## src/cch_pkg.sv

```systemverilog
package cch_pkg;

  // ==========================================================
  // command codes and trigger actions
  typedef enum logic [4:0] {
    CMD_CAL_Q, CMD_CLS, CMD_DDT, CMD_DMC, CMD_EMC, CMD_EMC_Q, CMD_ESE,
    CMD_ESE_Q, CMD_ESR_Q, CMD_GMC_Q, CMD_IDN_Q, CMD_LMC_Q, CMD_OPC,
    CMD_OPC_Q, CMD_OPT_Q, CMD_PMC, CMD_RCL, CMD_RST, CMD_SAV, CMD_SRE,
    CMD_SRE_Q, CMD_STB_Q, CMD_TRG, CMD_TST_Q, CMD_WAI, CMD_GET
  } cch_cmd_code_t;

  typedef enum logic [1:0] {
    TRIG_INIT, TRIG_FETCH, TRIG_READ, TRIG_NONE
  } cch_trig_t;

  // ==========================================================
  // carriers
  typedef struct packed {
    logic          valid;
    cch_cmd_code_t code;
    logic [15:0]   label;
    logic [31:0]   arg;
  } cch_cmd_t;

  typedef struct packed {
    logic        valid;
    logic        last;
    logic [31:0] data;
  } cch_resp_t;

  // ==========================================================
  // status bit positions, slot range, reset values
  localparam int          ESR_OPC_BIT    = 0;
  localparam int          ESR_EXE_BIT    = 4;
  localparam int          STB_ESB_BIT    = 5;
  localparam int          STB_MSS_BIT    = 6;
  localparam logic [7:0]  SLOT_MIN_SAVE  = 8'h01;
  localparam logic [7:0]  SLOT_MAX       = 8'h14;
  localparam logic [31:0] RESP_ASCII_ONE = 32'h0000_0031;
  localparam logic [7:0]  ESE_RESET      = 8'h00;
  localparam logic [7:0]  SRE_RESET      = 8'h00;
  localparam logic [7:0]  ESR_RESET      = 8'h00;

endpackage

```

## src/cch_common_cmd.sv

```systemverilog
`timescale 1ns/1ps
module cch_common_cmd #(
  parameter int          MACRO_SLOTS = 8,
  parameter logic [31:0] ID_CODE     = 32'h0000_a5a5  // arbitrary value
) (
  input  wire logic               clk_sys_i,
  input  wire logic               reset_n_i,
  input  wire cch_pkg::cch_cmd_t  cmd_i,
  output logic                    cmd_ready_o,
  output cch_pkg::cch_resp_t      resp_o,
  input  wire logic               meas_busy_i,
  input  wire logic [7:0]         event_set_i,
  input  wire logic [7:0]         stb_bits_i,
  input  wire logic [31:0]        opt_fitted_i,
  input  wire logic               cal_done_i,
  input  wire logic               cal_fail_i,
  input  wire logic               tst_done_i,
  input  wire logic [31:0]        tst_result_i,
  input  wire logic               nv_done_i,
  output logic                    cal_start_o,
  output logic                    tst_start_o,
  output logic                    nv_save_o,
  output logic                    nv_recall_o,
  output logic [7:0]              nv_slot_o,
  output logic                    dev_reset_o,
  output logic                    err_clear_o,
  output logic                    trig_init_o,
  output logic                    trig_fetch_o,
  output logic                    trig_read_o,
  output logic                    macro_en_o,
  output logic [1:0]              trig_action_o,
  output logic [7:0]              esr_o,
  output logic                    srq_o
);
  import cch_pkg::*;

  localparam int IW = $clog2(MACRO_SLOTS);

  typedef enum logic [2:0] {
    ST_IDLE, ST_WAIT, ST_OPCQ, ST_CAL, ST_TST, ST_NV, ST_LIST
  } cch_state_t;

  // ==========================================================
  // state
  cch_state_t             state;
  cch_trig_t              ddt;
  logic [7:0]             ese;
  logic [7:0]             sre;
  logic [7:0]             esr;
  logic                   emc;
  logic                   opc_armed;
  logic [MACRO_SLOTS-1:0] mac_used;
  logic [15:0]            mac_label [MACRO_SLOTS];
  logic [31:0]            mac_body  [MACRO_SLOTS];
  logic [IW-1:0]          list_idx;

  // ==========================================================
  // decode
  logic        accept;
  logic        pending;
  logic        hit;
  logic        has_free;
  logic [IW-1:0] hit_idx;
  logic [IW-1:0] free_idx;
  logic        slot_bad;
  logic        dmc_full;
  logic [7:0]  esr_set;
  logic [7:0]  esr_clr;
  logic [7:0]  stb_now;

  // linear search shared by define and get
  function automatic logic [IW:0] find_slot(input logic want_used,
                                            input logic [15:0] lbl);
    logic [IW:0] r;
    r = '0;
    for (int i = MACRO_SLOTS - 1; i >= 0; i--) begin
      if (want_used ? (mac_used[i] && mac_label[i] == lbl) : !mac_used[i]) begin
        r = {1'b1, IW'(i)};
      end
    end
    return r;
  endfunction

  assign accept  = cmd_i.valid && cmd_ready_o;
  assign pending = meas_busy_i || state == ST_CAL || state == ST_TST || state == ST_NV;
  // a process, not an assign: the search reads the store, not only its arguments
  always_comb begin
    {hit, hit_idx}       = find_slot(1'b1, cmd_i.label);
    {has_free, free_idx} = find_slot(1'b0, cmd_i.label);
  end
  assign dmc_full = !hit && !has_free;
  assign slot_bad = (cmd_i.arg[31:8] != '0) || (cmd_i.arg[7:0] > SLOT_MAX)
                    || (cmd_i.code == CMD_SAV && cmd_i.arg[7:0] < SLOT_MIN_SAVE);

  // status byte: event summary and master summary formed from the enables
  always_comb begin
    stb_now              = stb_bits_i;
    stb_now[STB_ESB_BIT] = |(esr & ese);
    stb_now[STB_MSS_BIT] = 1'b0;
    stb_now[STB_MSS_BIT] = |(stb_now & sre & ~(8'h01 << STB_MSS_BIT));
  end

  always_comb begin
    esr_set = event_set_i;
    esr_clr = '0;
    if (opc_armed && !pending) begin
      esr_set[ESR_OPC_BIT] = 1'b1;
    end
    if (accept && (cmd_i.code == CMD_SAV || cmd_i.code == CMD_RCL) && slot_bad) begin
      esr_set[ESR_EXE_BIT] = 1'b1;
    end
    if (accept && cmd_i.code == CMD_DMC && dmc_full) begin
      esr_set[ESR_EXE_BIT] = 1'b1;
    end
    if (accept && (cmd_i.code == CMD_CLS || cmd_i.code == CMD_ESR_Q)) begin
      esr_clr = 8'hff;
    end
  end

  // ==========================================================
  // event status register: a new event wins over a clear
  always_ff @(posedge clk_sys_i or negedge reset_n_i) begin
    if (!reset_n_i) begin
      esr <= ESR_RESET;
    end else begin
      esr <= (esr & ~esr_clr) | esr_set;
    end
  end

  always_ff @(posedge clk_sys_i or negedge reset_n_i) begin
    if (!reset_n_i) begin
      opc_armed <= 1'b0;
    end else if (accept && cmd_i.code == CMD_OPC) begin
      opc_armed <= 1'b1;
    end else if (!pending || (accept && cmd_i.code inside {CMD_CLS, CMD_RST})) begin
      opc_armed <= 1'b0;
    end
  end

  // ==========================================================
  // configuration: enables, trigger action, macro store
  always_ff @(posedge clk_sys_i or negedge reset_n_i) begin
    if (!reset_n_i) begin
      ese <= ESE_RESET;
      sre <= SRE_RESET;
      ddt <= TRIG_INIT;
      emc <= 1'b0;
    end else if (accept) begin
      unique case (cmd_i.code)
        CMD_ESE: ese <= cmd_i.arg[7:0];
        CMD_SRE: sre <= cmd_i.arg[7:0];
        CMD_DDT: ddt <= cch_trig_t'(cmd_i.arg[1:0]);
        CMD_EMC: emc <= |cmd_i.arg;
        CMD_RST: begin
          ddt <= TRIG_INIT;
          emc <= 1'b0;
        end
        default: ;
      endcase
    end
  end

  // no reset on the bodies: only slots marked used are ever read
  always_ff @(posedge clk_sys_i) begin
    if (accept && cmd_i.code == CMD_DMC && !dmc_full) begin
      mac_label[hit ? hit_idx : free_idx] <= cmd_i.label;
      mac_body[hit ? hit_idx : free_idx]  <= cmd_i.arg;
    end
  end

  always_ff @(posedge clk_sys_i or negedge reset_n_i) begin
    if (!reset_n_i) begin
      mac_used <= '0;
    end else if (accept && cmd_i.code == CMD_PMC) begin
      mac_used <= '0;
    end else if (accept && cmd_i.code == CMD_DMC && !dmc_full) begin
      mac_used[hit ? hit_idx : free_idx] <= 1'b1;
    end
  end

  // ==========================================================
  // sequencer: command acceptance, responses and side pulses
  always_ff @(posedge clk_sys_i or negedge reset_n_i) begin
    if (!reset_n_i) begin
      state        <= ST_IDLE;
      cmd_ready_o  <= 1'b0;
      resp_o       <= '0;
      cal_start_o  <= 1'b0;
      tst_start_o  <= 1'b0;
      nv_save_o    <= 1'b0;
      nv_recall_o  <= 1'b0;
      nv_slot_o    <= '0;
      dev_reset_o  <= 1'b0;
      err_clear_o  <= 1'b0;
      trig_init_o  <= 1'b0;
      trig_fetch_o <= 1'b0;
      trig_read_o  <= 1'b0;
      list_idx     <= '0;
    end else begin
      resp_o       <= '0;
      cal_start_o  <= 1'b0;
      tst_start_o  <= 1'b0;
      nv_save_o    <= 1'b0;
      nv_recall_o  <= 1'b0;
      dev_reset_o  <= 1'b0;
      err_clear_o  <= 1'b0;
      trig_init_o  <= 1'b0;
      trig_fetch_o <= 1'b0;
      trig_read_o  <= 1'b0;
      // one idle cycle between commands keeps decode and store simple
      cmd_ready_o  <= state == ST_IDLE && !accept;
      unique case (state)
        ST_IDLE: begin
          if (accept) begin
            resp_o.last <= 1'b1;
            unique case (cmd_i.code)
              CMD_CAL_Q: begin
                cal_start_o <= 1'b1;
                state       <= ST_CAL;
              end
              CMD_TST_Q: begin
                tst_start_o <= 1'b1;
                state       <= ST_TST;
              end
              CMD_SAV, CMD_RCL: begin
                if (!slot_bad) begin
                  nv_save_o   <= cmd_i.code == CMD_SAV;
                  nv_recall_o <= cmd_i.code == CMD_RCL;
                  nv_slot_o   <= cmd_i.arg[7:0];
                  state       <= ST_NV;
                end
              end
              CMD_CLS: err_clear_o <= 1'b1;
              CMD_RST: dev_reset_o <= 1'b1;
              CMD_TRG, CMD_GET: begin
                trig_init_o  <= ddt == TRIG_INIT;
                trig_fetch_o <= ddt == TRIG_FETCH;
                trig_read_o  <= ddt == TRIG_READ;
              end
              CMD_WAI: state <= ST_WAIT;
              CMD_OPC_Q: state <= ST_OPCQ;
              CMD_EMC_Q: resp_o <= '{1'b1, 1'b1, {31'h0, emc}};
              CMD_ESE_Q: resp_o <= '{1'b1, 1'b1, {24'h0, ese}};
              CMD_SRE_Q: resp_o <= '{1'b1, 1'b1, {24'h0, sre}};
              CMD_ESR_Q: resp_o <= '{1'b1, 1'b1, {24'h0, esr}};
              CMD_STB_Q: resp_o <= '{1'b1, 1'b1, {24'h0, stb_now}};
              CMD_IDN_Q: resp_o <= '{1'b1, 1'b1, ID_CODE};
              CMD_OPT_Q: resp_o <= '{1'b1, 1'b1, opt_fitted_i};
              CMD_GMC_Q: resp_o <= '{1'b1, 1'b1, hit ? mac_body[hit_idx] : 32'h0};
              CMD_LMC_Q: begin
                list_idx <= '0;
                state    <= ST_LIST;
              end
              default: ;
            endcase
          end
        end
        ST_WAIT: begin
          if (!meas_busy_i) begin
            state <= ST_IDLE;
          end
        end
        ST_OPCQ: begin
          if (!meas_busy_i) begin
            resp_o <= '{1'b1, 1'b1, RESP_ASCII_ONE};
            state  <= ST_IDLE;
          end
        end
        ST_CAL: begin
          if (cal_done_i) begin
            resp_o <= '{1'b1, 1'b1, {31'h0, cal_fail_i}};
            state  <= ST_IDLE;
          end
        end
        ST_TST: begin
          if (tst_done_i) begin
            resp_o <= '{1'b1, 1'b1, tst_result_i};
            state  <= ST_IDLE;
          end
        end
        ST_NV: begin
          if (nv_done_i) begin
            state <= ST_IDLE;
          end
        end
        ST_LIST: begin
          // one word per defined label; an empty store answers a single zero word
          resp_o.valid <= mac_used[list_idx] || (list_idx == IW'(MACRO_SLOTS - 1)
                          && mac_used == '0);
          resp_o.data  <= mac_used[list_idx] ? {16'h0, mac_label[list_idx]} : 32'h0;
          // last marks the highest used slot, so a partly filled store still ends
          resp_o.last  <= (mac_used >> list_idx) == MACRO_SLOTS'(1)
                          || list_idx == IW'(MACRO_SLOTS - 1);
          list_idx     <= list_idx + IW'(1);
          if (list_idx == IW'(MACRO_SLOTS - 1)) begin
            state <= ST_IDLE;
          end
        end
      endcase
    end
  end

  // ==========================================================
  // registered status outputs
  always_ff @(posedge clk_sys_i or negedge reset_n_i) begin
    if (!reset_n_i) begin
      macro_en_o    <= 1'b0;
      trig_action_o <= '0;
      esr_o         <= '0;
      srq_o         <= 1'b0;
    end else begin
      macro_en_o    <= emc;
      trig_action_o <= ddt;
      esr_o         <= esr;
      srq_o         <= stb_now[STB_MSS_BIT];
    end
  end

endmodule

```

## config.mk

```make
export PLATFORM = sky130hd
export DESIGN_NAME = cch_common_cmd
export DESIGN_NICKNAME = d
export VERILOG_FILES = /design/src/cch_pkg.sv /design/src/cch_common_cmd.sv
export SDC_FILE = /design/constraint.sdc
export NUM_CORES = 1
export LEC_CHECK = 0
export ABC_AREA = 1
export BUFFER_PORTS_ARGS = -buffer_cell sky130_fd_sc_hd__buf_4
export CELL_PAD_IN_SITES_DETAIL_PLACEMENT = 2
export CELL_PAD_IN_SITES_GLOBAL_PLACEMENT = 2
export CORE_MARGIN = 5
export CORE_UTILIZATION = 38
export DETAILED_ROUTE_END_ITERATION = 6
export PLACE_DENSITY = 0.81
export SYNTH_ARGS = -nofsm -noshare
export SYNTH_HDL_FRONTEND = slang
export SYNTH_SLANG_ARGS = --single-unit
```

## constraint.sdc

```tcl
create_clock -name clk_sys_i -period 4.5 [get_ports clk_sys_i]
set_input_delay 0.9 -clock clk_sys_i [delete_from_list [all_inputs] [get_ports clk_sys_i]]
set_output_delay 0.9 -clock clk_sys_i [all_outputs]
set_load 0.005 [all_outputs]
```

======== Yosys cells after proc, flatten, opt, wreduce, memory -nomap -nowiden ========
Memories as Yosys holds them, arrays and structs flattened.
Cells that the tools add are included.
operators by class
  add/sub/neg operators ................... 1
  magnitude comparators ................... 5
  eq/ne operators ......................... 52
  shifts and indexed selects .............. 1
  multiplexer cells ....................... 82
  bitwise logic cells ..................... 7
  reductions and logical operators ........ 63
operator list
  cell                                                             count
  34-bit one-hot mux with 8 select lines                           1
  34-bit one-hot mux with 5 select lines                           1
  34-bit 2-to-1 mux                                                4
  16-bit == test                                                   8
  4-bit 2-to-1 mux                                                 16
  5-bit == test, second input constant                             10
  5-bit by 4-bit == test with 1-bit output, second input constant  8
  1-bit 2-to-1 mux                                                 38
  3-bit one-hot mux with 6 select lines                            2
  32-bit 2-to-1 mux                                                1
  32-bit OR reduction                                              1
  3-bit 2-to-1 mux                                                 10
  8-bit bitwise AND                                                3
  1-bit logical AND                                                24
  8-bit 2-to-1 mux                                                 3
  24-bit nonzero test                                              1
  5-bit by 3-bit == test with 1-bit output, second input constant  4
  16-bit 2-to-1 mux                                                1
  8-bit OR                                                         2
  3-bit == test, second input constant                             4
  2-bit inequality test, second input constant                     6
  2-bit nonzero test                                               6
  5-bit by 2-bit == test with 1-bit output, second input constant  2
  1-bit logical OR                                                 10
  other kinds (34)                                                 45
storage, ports and cells
  bits in registers ....................... 106
  memory bits (writable) .................. 384
  output and inout bits ................... 64
  memories ................................ 2
memory list
  memory     words  width  rd ports  clocked after Yosys merged registers in  write ports  line                  text
  mac_body   8      32     1         0                                        1            cch_common_cmd.sv:54  logic [31:0] mac_body [MACRO_SLOTS];
  mac_label  8      16     9         0                                        1            cch_common_cmd.sv:53  logic [15:0] mac_label [MACRO_SLOTS];

======== Longest topological paths before layout ========
Gate-level depths: netlist of run 1.
  depth in word-level cells ............... 18
  depth in mapped cells ................... 26

======== Worst setup path after synthesis of run 1 ========
Ideal clock, no wire load.
  path type ............................... input -> register
  from .................................... input cmd_i[44] in the netlist's numbering
  to ...................................... memory mac_body[6][0] (enable)
  setup time .............................. 402 ps
  data arrival time ....................... 3513 ps
  slack ................................... 584 ps
  cell stages on the path ................. 19
  buffers on the path ..................... 3
  cells stage by stage .................... buf_2 -> nand2_1 -> inv_1 -> nor2_1 -> nor2_1 -> nand2_1 -> nor2_1 -> nand2_1 -> o21ai_1 -> nand3_1 -> nand2_1 -> nand3_1 -> buf_4 -> buf_6 -> nand2_2 -> inv_2 -> nor2_1 -> nand2_1 -> inv_1
between the ends
  longest elaborated chain between the ends .. 16
ends and longest elaborated chain
  item                            line                   text
  from (decl)                     cch_common_cmd.sv:8    input wire cch_pkg::cch_cmd_t cmd_i,
  16-bit == test                  -
  1-bit logical AND               -
  4-bit 2-to-1 mux (7 in series)  cch_common_cmd.sv:77   if (want_used ? (mac_used[i] && mac_label[i] == lbl) : !mac_used[i]) begin
  4-bit 2-to-1 mux (*)            cch_common_cmd.sv:77
  1-bit zero test                 cch_common_cmd.sv:91   assign dmc_full = !hit && !has_free;
  1-bit logical AND               cch_common_cmd.sv:91
  1-bit zero test                 cch_common_cmd.sv:165  if (accept && cmd_i.code == CMD_DMC && !dmc_full) begin
  1-bit logical AND               cch_common_cmd.sv:165
  1-bit 2-to-1 mux                cch_common_cmd.sv:165
  1-bit 2-to-1 mux                cch_common_cmd.sv:167  mac_body[hit ? hit_idx : free_idx] <= cmd_i.arg;
  to (decl)                       cch_common_cmd.sv:54
Mark *: on every way between the ends. The rest lies on a longest branch, timed or not.

======== Worst setup path after layout of run 1 ========
  from .................................... input cmd_i[33] in the netlist's numbering
  to ...................................... register resp_o[10] in the netlist's numbering
between the ends
  longest elaborated chain between the ends .. 15
ends and longest elaborated chain
  item                                        line                   text
  16-bit == test                              -
  1-bit logical AND                           -
  4-bit 2-to-1 mux (7 in series)              cch_common_cmd.sv:77
  4-bit 2-to-1 mux (*)                        cch_common_cmd.sv:77
  memory 8 x 32 bit                           -
  32-bit 2-to-1 mux (*)                       cch_common_cmd.sv:249  CMD_GMC_Q: resp_o <= '{1'b1, 1'b1, hit ? mac_body[hit_idx] : 32'h0};
  34-bit one-hot mux with 8 select lines (*)  cch_common_cmd.sv:216  unique case (cmd_i.code)
  34-bit 2-to-1 mux (*)                       cch_common_cmd.sv:214  if (accept) begin
  34-bit one-hot mux with 5 select lines (*)  cch_common_cmd.sv:212  unique case (state)
  to (signal assigned)                        cch_common_cmd.sv:247  CMD_IDN_Q: resp_o <= '{1'b1, 1'b1, ID_CODE};
  to (signal assigned)                        cch_common_cmd.sv:248  CMD_OPT_Q: resp_o <= '{1'b1, 1'b1, opt_fitted_i};
  to (signal assigned)                        cch_common_cmd.sv:249
  to (decl)                                   cch_common_cmd.sv:10   output cch_pkg::cch_resp_t resp_o,
Marks and branches as above.
A chain may end at the register's enable or synchronous reset.

==> results.py, run 1 <==
metrics = {
    "run_status": {
        "status": "finished clean",
    },
    "sta": {
        "skew_ns": 0.0183,
        "tightest_slew_ns": 1.00,
        "finalSetupViolCount": 0,
        "fmax_ghz": 0.257,
        "slew_headroom_pct": 32.5,
        "whs_ns": 0.378,
        "setup_tns_ns": 0,
        "finalHoldViolations": 0,
        "maxSlewViolCount": 0,
        "min_period_ns": 3.89,
        "rsz0062_at_grt": "no",
        "layout_setup_ws_ns": 0.612,
        "period_share_pct": 86.4,
    },
    "synth": {
        "syn_nets": 2422,
        "synthCells": 2279,
        "synth_area_per_cell_um2": 9.88,
        "synth_area_leaders": "edfxtp_1 (51%), dfrtp_1 (12%), nand2_1 (10%), nand3_1 (7.2%), o21ai_0 (2.8%)",
        "synth-main-ff-cell": "edfxtp_1",
        "synth_common_cells": "nand2_1 (623), edfxtp_1 (384), nand3_1 (325), inv_1 (147), nor2_1 (134)",
        "netlist_area_um2": 22500,
        "netlist.area_leader.share_pct": 51.2,
        "synth_top_area_cell": "edfxtp_1",
        "synth_cell_type_count": 46,
        "yosysMostFrequentCell": "nand2_1",
        "synth_edf_count": 384,
        "yosysWarningCount": 0,
        "synthArstFlopShare_pct": 21.6,
        "synth.yosys.seq_area_share_pct": 63.0,
        "ys_ff_latch": 490,
    },
    "cells_and_area": {
        "nets": 2611,
        "syn2layout_area_growth_pct": 19.8,
        "final_util_pct": 45.8,
        "n_antenna_cell": 0,
        "drive_gt1_share_pct": 15.1,
    },
    "power_and_ir_drop": {
        "power_uw": 12200,
        "p_leak_uw": 0.0110,
        "p_per_area_nw_per_um2": 454,
        "ir_drop_mv": 0.289,
    },
    "setup_path": {
        "critPathRequiredTime_ns": 5.06,
        "start_kind": "input pin",
        "cp_slowest_cell": "nor3_4",
        "cp-end-kind": "register",
        "crit_family": "simple AND/OR/NAND/NOR gates",
        "path_max_fanout": 22,
        "cp_slowest_stage_delay_ns": 0.54,
        "path_cells": "buf_4, inv_2, o22ai_1, a21oi_1, nand4_1, nor3_1, nand3_1, nand2_2, nor3b_2, nor3_4, buf_4, nand3_1, nand2_1, nand2_1, nand2_1",
        "arrival_ns": 4.44,
        "criticalPathCategory": "input pin to register",
        "path_common_cell": "nand2_1",
        "cp.buffers_inverters": 3,
    },
    "global_route": {
        "grt_max_degree": 131,
        "grt_pass1_vias": 20634,
        "antenna_found_initial": 1,
        "grt_pass1_wl_um": 129000,
        "grt.overflow.total": 0,
        "grtUsageTotal_pct": 26.4,
    },
    "place": {
        "dp_hpwl_um": 57100,
        "dpl_worst_slack_ns": 0.113,
        "io_buffer_count": 202,
        "gp_congestion": 0.862,
    },
    "cts": {
        "cts-htree-levels": 2,
        "numCtsBuffers": 55,
        "cts_num_sinks": 490,
        "clkTransAtPathRegs_ns": 0.06,
        "clk_latency_ns": 0.64,
        "cts_setup_buffers": 0,
        "cts-root-buf": "clkbuf_16",
        "clock_path_buffers": 3,
        "cts-resized-gates": 0,
        "cts_tree": "built",
        "ctsHoldBuffers": 0,
    },
    "run": {
        "cap_violations": 0,
    },
    "floorplanning": {
        "core_um2": 58900,
        "design.die.area_um2": 64200,
        "fp.dieW_um": 253,
        "dieHeight_um": 253,
        "rows": 89,
        "initial_utilization_pct": 38.2,
        "io_pins": 205,
    },
    "routing": {
        "drt_first_pass_iters": 5,
        "vias_per_cell": 5.66,
        "wl_per_cell_um": 26.4,
        "vias": 18583,
        "drt-total-wl_um": 86600,
        "drt-initial-drc-count": 1368,
        "drtAntennaViolNets": 0,
        "drc_errors": 0,
    },
    "hold_path": {
        "hold_class": "register to register",
    },
}
## path summary, 6_finish.rpt
kind	slack (ns)	startpoint	depth (start not counted)	endpoint
setup / recovery	0.61	cmd_i[33]	15	resp_o[10]
hold / removal	0.38	esr[0]	0	esr_o[0]
setup reg to reg	0.91	mac_label[1][0]	13	resp_o[10]
hold reg to reg	0.38	esr[0]	0	esr_o[0]
max in group asynchronous	3.12	reset_n_i	2	list_idx[0]
min in group asynchronous	0.42	reset_n_i	1	nv_slot_o[5]
## per-layer routing
metal | routed length [µm] | global-route usage, % | up-vias
met5 | 19 | 0 | -
met4 | 3350 | 10.0 | 2
met3 | 4320 | 3.72 | 185
met2 | 43700 | 46.4 | 566
met1 | 35300 | 33.2 | 9597
li1 | - | - | 8233
## cell usage in the layout, fill, tap and decap left out, types with 11 or more instances in the layout
cell type and n:
buf_12 25, a21oi_1 85, xor2_1 29, clkinv_2 14, o22ai_1 30, nor4_1 15, o2111ai_1 11, o21ai_0 128
nand3_1 323, nor3_1 16, buf_4 225, inv_1 139, clkbuf_16 57, nand4_1 15, inv_2 17, nand2_1 622
edfxtp_1 384, nor2_1 133, xnor2_1 22, dfrtp_1 105
## worst reg2reg max path: stages, from the launching register on
cell and delay (ns):
edfxtp_1 0.38, o22ai_1 0.09, a21oi_1 0.23, nand4_1 0.20
nor3_1 0.35, nand3_1 0.30, nand2_2 0.16, nor3b_2 0.10
nor3_4 0.55, buf_4 0.50, nand3_1 0.31, nand2_1 0.14
nand2_1 0.10, nand2_1 0.13
## where the power goes
group          internal (µW)  total, µW  switching, µW
combinational            720       2290           1570
clock                   2750       4710           1960
sequential              5090       5240            155
## cell families (layout without fill, tap and decap cells)
group | count (synthesis) | in the layout | share of synthesized area (%)
buf+inv | 274 | 505 | 5.23
flops | 490 | 490 | 63.0
xor+xnor | 51 | 51 | 1.98
fa+ha+maj | 2 | 2 | 0.111
simple gates | 1157 | 1157 | 21.9
compound gates | 305 | 305 | 7.73
## cell type report
type | count | area [µm²]
flip-flops and latches | 490 | 14200
fillers | 6137 | 31900
well taps | 773 | 967
clock buffers | 64 | 1480
inverters | 156 | 586
multi-input cells | 1515 | 7200
clock inverters | 35 | 364
repair buffers | 250 | 2190
## sequential cells by signal (all words and copies together), names as in the netlist, 2 cells and up
| signal | count |
|---|---|
| nv_slot_o | 8 |
| sre | 8 |
| esr_o | 8 |
| ddt | 2 |
| ese | 8 |
| state | 3 |
| mac_used | 8 |
| esr | 8 |
| trig_action_o | 2 |
| mac_label | 128 |
| mac_body | 256 |
| resp_o | 34 |
| list_idx | 3 |
## metrics by stage
stage | std cells | instance area [µm²]
2_1_floorplan | 2279 | 22500
3_3_place_gp | 3184 | 25100
3_5_place_dp | 3184 | 25100
4_1_cts | 3283 | 27000
5_1_grt | 3283 | 27000
6_report | 3283 | 27000
No activity file was read; power rests on OpenSTA's default activity.
==> inputs of run 2 (changes only) <==
--- a/config.mk
+++ b/config.mk
@@ -6,10 +6,9 @@
 export NUM_CORES = 1
 export LEC_CHECK = 0
 export ABC_AREA = 1
-export BUFFER_PORTS_ARGS = -buffer_cell sky130_fd_sc_hd__buf_4
+export BUFFER_PORTS_ARGS = -buffer_cell sky130_fd_sc_hd__clkbuf_2
 export CELL_PAD_IN_SITES_DETAIL_PLACEMENT = 2
 export CELL_PAD_IN_SITES_GLOBAL_PLACEMENT = 2
-export CORE_MARGIN = 5
 export CORE_UTILIZATION = 38
 export DETAILED_ROUTE_END_ITERATION = 6
 export PLACE_DENSITY = 0.81
==> results.py, run 2 (same netlist as run 1, synthesis figures left out) <==
metrics = {
    "floorplanning": {
        "design.die.area_um2": 60200,
        "initial_utilization_pct": 38.7,
        "dieHeight_um": 245,
        "core_um2": 58100,
        "rows": 88,
        "fp.dieW_um": 245,
        "io_pins": 205,
    },
    "power_and_ir_drop": {
        "p_leak_uw": 0.0109,
        "ir_drop_mv": 0.269,
        "power_uw": 11900,
        "p_per_area_nw_per_um2": 451,
    },
    "routing": {
        "drt-initial-drc-count": 1381,
        "vias_per_cell": 5.61,
        "drt-total-wl_um": 83400,
        "vias": 18457,
        "drt_first_pass_iters": 5,
        "drc_errors": 0,
        "wl_per_cell_um": 25.4,
        "drtAntennaViolNets": 0,
    },
    "cts": {
        "cts-htree-levels": 2,
        "clock_path_buffers": 3,
        "cts_setup_buffers": 0,
        "numCtsBuffers": 55,
        "cts_num_sinks": 490,
        "cts_tree": "built",
        "ctsHoldBuffers": 0,
        "cts-root-buf": "clkbuf_16",
        "cts-resized-gates": 0,
        "clk_latency_ns": 0.62,
        "clkTransAtPathRegs_ns": 0.05,
    },
    "run_status": {
        "status": "finished clean",
    },
    "place": {
        "gp_congestion": 0.904,
        "dp_hpwl_um": 55000,
        "dp_cells": 3186,
        "io_buffer_count": 202,
    },
    "setup_path": {
        "path_max_fanout": 37,
        "criticalPathCategory": "input pin to register",
        "start_kind": "input pin",
        "critPathRequiredTime_ns": 4.77,
        "arrival_ns": 4.23,
        "cp-end-kind": "register",
    },
    "sta": {
        "min_period_ns": 3.95,
        "skew_ns": 0.0290,
        "maxSlewViolCount": 0,
        "period_share_pct": 87.8,
        "slew_headroom_pct": 28.5,
        "rsz0062_at_grt": "no",
        "finalHoldViolations": 0,
        "tightest_slew_ns": 1.07,
        "finalSetupViolCount": 0,
        "fmax_ghz": 0.253,
    },
    "global_route": {
        "grt.overflow.total": 0,
        "grt_pass1_wl_um": 126000,
        "grt_pass1_vias": 20260,
        "grtUsageTotal_pct": 27.7,
        "antenna_found_initial": 4,
        "grt_max_degree": 109,
    },
    "cells_and_area": {
        "final_common_cell": "nand2_1",
        "syn2layout_area_growth_pct": 17.4,
        "mostFrequentLayoutCells": "nand2_1 (622), edfxtp_1 (384), nand3_1 (323)",
        "largestRegisters": "mac_body x256, mac_label x128, resp_o x34",
        "final_util_pct": 45.5,
        "largest_reg_flops": 256,
        "n_antenna_cell": 0,
        "nets": 2621,
        "top_register": "mac_body",
        "final_cells": 3290,
        "multiInputGateArea_um2": 7200,
        "final-seq-area_um2": 14200,
        "fillers": 6093,
        "drive_gt1_share_pct": 15.2,
    },
    "run": {
        "cap_violations": 0,
    },
    "hold_path": {
        "hold_class": "register to register",
    },
}
## run 2: cell type report
cell class                      count  share of cell area [%]
Tap cell                          765                    3.62
Timing Repair Buffer              260                    6.48
Clock inverter                     24                   0.810
Clock buffer                       80                    5.95
Sequential cell                   490                    53.7
Multi-Input combinational cell   1515                    27.3
Inverter                          156                    2.22
## run 2: final timing paths
kind	slack, ns	start	cells past startpoint	endpoint
max	0.55	cmd_i[43]	16	mac_body[6][24]
min	0.38	esr[0]	0	esr_o[0]
max reg2reg	0.96	mac_label[4][5]	16	mac_body[6][24]
min reg2reg	0.38	esr[0]	0	esr_o[0]
max in group asynchronous	3.06	reset_n_i	2	resp_o[21]
min in group asynchronous	0.43	reset_n_i	1	resp_o[14]
## run 2: through the flow
stage          worst slack (ns)  hold slack [ns]  area, µm²  setup TNS [ns]
6_report                  0.547            0.383      26400               0
5_1_grt                   0.368            0.405      26400               0
4_1_cts                   0.620            0.390      26400               0
3_5_place_dp           -0.00986            0.377      24600          -0.224
3_3_place_gp              0.284            0.370      24600               0
2_1_floorplan             0.584            0.354      22500               0
## run 2: worst max-delay path, cell delays in order
cell and delay [ns]:
clkbuf_2 0.24, inv_1 0.26, or2_2 0.35, o2111ai_1 0.10, nor3_1 0.11, nand3_1 0.14
nand2_1 0.07, nor2_1 0.43, nor3b_2 0.52, nand2_1 0.16, nand2_2 0.14, inv_2 0.05
nor2_1 0.16, nand2_1 0.14, inv_2 0.12, buf_12 0.30
## run 2: per-layer routing
metal / vias to the layer above / share of wire, % / global-route usage, %
li1: 8267 / - / -
met1: 9491 / 42 / 35.6
met2: 543 / 50 / 48.0
met3: 148 / 5.1 / 3.63
met4: 8 / 2.8 / 8.93
met5: - / 0.065 / 0
## run 2: power breakdown
group	switching [µW]	internal (µW)	leakage, µW
Combinational	1490	630	0.00524
Sequential	202	5090	0.00476
Clock	1910	2600	0.000875
Total	3600	8310	0.0109
==> inputs of run 3 (changes only) <==
--- a/config.mk
+++ b/config.mk
@@ -5,13 +5,12 @@
 export SDC_FILE = /design/constraint.sdc
 export NUM_CORES = 1
 export LEC_CHECK = 0
-export ABC_AREA = 1
 export BUFFER_PORTS_ARGS = -buffer_cell sky130_fd_sc_hd__clkbuf_2
 export CELL_PAD_IN_SITES_DETAIL_PLACEMENT = 2
 export CELL_PAD_IN_SITES_GLOBAL_PLACEMENT = 2
-export CORE_UTILIZATION = 38
+export CORE_UTILIZATION = 43
 export DETAILED_ROUTE_END_ITERATION = 6
-export PLACE_DENSITY = 0.81
+export PLACE_DENSITY = 0.82
 export SYNTH_ARGS = -nofsm -noshare
 export SYNTH_HDL_FRONTEND = slang
 export SYNTH_SLANG_ARGS = --single-unit
==> results.py, run 3 <==
metrics = {
    "run_status": {
        "status": "finished clean",
    },
    "cts": {
        "cts-root-buf": "clkbuf_16",
        "numCtsBuffers": 53,
        "cts_setup_buffers": 0,
        "cts-resized-gates": 0,
        "clock_path_buffers": 3,
        "clk_latency_ns": 0.62,
        "clkTransAtPathRegs_ns": 0.06,
        "cts-htree-levels": 2,
        "cts_tree": "built",
        "ctsHoldBuffers": 0,
        "cts_num_sinks": 490,
    },
    "hold_path": {
        "hold_class": "input pin to async pin",
    },
    "global_route": {
        "antenna_found_initial": 2,
        "grt_max_degree": 107,
        "grt_pass1_wl_um": 120000,
        "grtUsageTotal_pct": 31.2,
        "grt.overflow.total": 0,
        "grt_pass1_vias": 17168,
    },
    "synth": {
        "synth_edf_count": 384,
        "synth-main-ff-cell": "edfxtp_1",
        "synth_cell_type_count": 77,
        "synth_area_per_cell_um2": 14.4,
        "yosysMostFrequentCell": "edfxtp_1",
        "synth.yosys.seq_area_share_pct": 64.0,
        "netlist.area_leader.share_pct": 52.1,
        "synth_common_cells": "edfxtp_1 (384), mux2i_1 (111), dfrtp_1 (106), xnor2_1 (78), clkbuf_1 (62)",
        "yosysWarningCount": 0,
        "synthArstFlopShare_pct": 21.6,
        "ys_ff_latch": 490,
        "synth_top_area_cell": "edfxtp_1",
        "netlist_area_um2": 22100,
        "syn_nets": 1684,
        "synth_area_leaders": "edfxtp_1 (52%), dfrtp_1 (12%), mux2i_1 (5.0%), mux4_2 (3.5%), xnor2_1 (3.1%)",
        "synthCells": 1541,
    },
    "routing": {
        "vias": 15615,
        "drt_first_pass_iters": 5,
        "drtAntennaViolNets": 0,
        "drc_errors": 0,
        "wl_per_cell_um": 32.8,
        "drt-initial-drc-count": 1346,
        "vias_per_cell": 6.26,
        "drt-total-wl_um": 81900,
    },
    "setup_path": {
        "cp-end-kind": "register",
        "criticalPathCategory": "register to register",
        "critPathRequiredTime_ns": 4.79,
        "start_kind": "register",
        "arrival_ns": 4.21,
        "path_max_fanout": 27,
    },
    "sta": {
        "slew_headroom_pct": 13.2,
        "layout_setup_ws_ns": 0.576,
        "skew_ns": 0.0254,
        "maxSlewViolCount": 0,
        "setup_tns_ns": 0,
        "finalSetupViolCount": 0,
        "fmax_ghz": 0.255,
        "finalHoldViolations": 0,
        "min_period_ns": 3.92,
        "rsz0062_at_grt": "no",
        "period_share_pct": 87.2,
        "tightest_slew_ns": 1.29,
    },
    "cells_and_area": {
        "fillers": 4700,
        "top_register": "mac_body",
        "nets": 1919,
        "largest_reg_flops": 256,
        "largestRegisters": "mac_body x256, mac_label x128, resp_o x34",
        "final_util_pct": 52.0,
        "mostFrequentLayoutCells": "edfxtp_1 (384), clkbuf_2 (201), mux2i_1 (111)",
        "final_common_cell": "edfxtp_1",
        "drive_gt1_share_pct": 25.2,
        "syn2layout_area_growth_pct": 18.4,
        "fin_area_um2": 26200,
    },
    "floorplanning": {
        "io_pins": 205,
        "rows": 82,
        "core_um2": 50500,
        "fp.dieW_um": 229,
        "initial_utilization_pct": 43.9,
        "dieHeight_um": 229,
        "design.die.area_um2": 52400,
    },
    "power_and_ir_drop": {
        "p_per_area_nw_per_um2": 430,
        "ir_drop_mv": 0.441,
        "power_uw": 11300,
        "p_leak_uw": 0.00902,
    },
    "place": {
        "gp_congestion": 0.868,
        "io_buffer_count": 202,
        "dp_hpwl_um": 53600,
        "dpl_worst_slack_ns": 0.0861,
        "place_area_um2": 24400,
    },
    "run": {
        "cap_violations": 0,
    },
}
==> run 3: cell count changes after synthesis, moves of 56 or more <==
cell / delta
xnor2_1: +56
nor2_1: -83
nand2_1: -566
inv_1: -137
mux2i_1: +111
o21ai_0: -96
nand3_1: -267
==> run 3: logic make-up (layout without fill, tap and decap cells) <==
kind of cell | after synthesis | in the layout | share of synthesized area (%)
other | 0 | 2 | 0
flip-flops | 490 | 490 | 64.0
multiplexers | 215 | 215 | 12.0
AO/OA/AOI/OAI | 232 | 232 | 7.35
adder cells (fa/ha/maj) | 3 | 3 | 0.158
AND/OR/NAND/NOR | 370 | 370 | 9.29
XOR/XNOR | 129 | 129 | 5.10
buffers and inverters | 102 | 381 | 2.03
==> run 3: through the flow <==
stage | instances | hold slack [ns]
after CTS | 2492 | 0.398
after detailed placement | 2393 | 0.428
final | 2494 | 0.361
after floorplan | 1541 | 0.368
after global routing | 2494 | 0.408
after global placement | 2393 | 0.418
==> run 3: final cells by class <==
class / instances / area, µm² / share of cell area [%]
inverter: 10 / 37.5 / 0.143
clock inverter: 24 / 249 / 0.949
antenna: 2 / 5.00 / 0.0191
tap: 672 / 841 / 3.20
multi-input combinational: 949 / 7610 / 29.0
timing repair buffer: 272 / 1760 / 6.72
clock buffer: 75 / 1540 / 5.88
sequential: 490 / 14200 / 54.1
==> run 3: path summary, 6_finish.rpt <==
check                      cells after the start               to        startpoint  slack (ns)
max                                           10  mac_label[5][5]  mac_label[4][14]        0.58
min reg2reg                                    0         esr_o[3]            esr[3]        0.45
min                                            2      cmd_ready_o         reset_n_i        0.36
max reg2reg                                   10  mac_label[5][5]  mac_label[4][14]        0.58
max in group asynchronous                      2       resp_o[25]         reset_n_i        3.57
min in group clk_sys_i                         0         esr_o[3]            esr[3]        0.45
==> run 3: report_power, final <==
part,internal (µW),total (µW),switching (µW)
clock network,2620,4520,1910
logic,623,1570,943
registers,5020,5180,162
==> run 3: per-layer routing <==
| layer | up-vias | global-route usage (%) | wire [µm] |
|---|---|---|---|
| met5 | - | 0 | 0 |
| met4 | 0 | 12.5 | 3190 |
| met3 | 177 | 4.19 | 4540 |
| met2 | 686 | 54.8 | 42100 |
| met1 | 8268 | 38.9 | 32100 |
| li1 | 6484 | - | - |
==> run 3: worst max-delay path: stages (launching register included) <==
cell and delay [ns]:
edfxtp_1 0.44, xnor2_1 0.20, buf_4 0.15, or4b_1 0.49, or4_1 0.43, o22a_1 0.33
a21boi_0 0.18, o21ba_1 0.26, or4_1 0.56, nor2b_4 0.25, buf_12 0.25
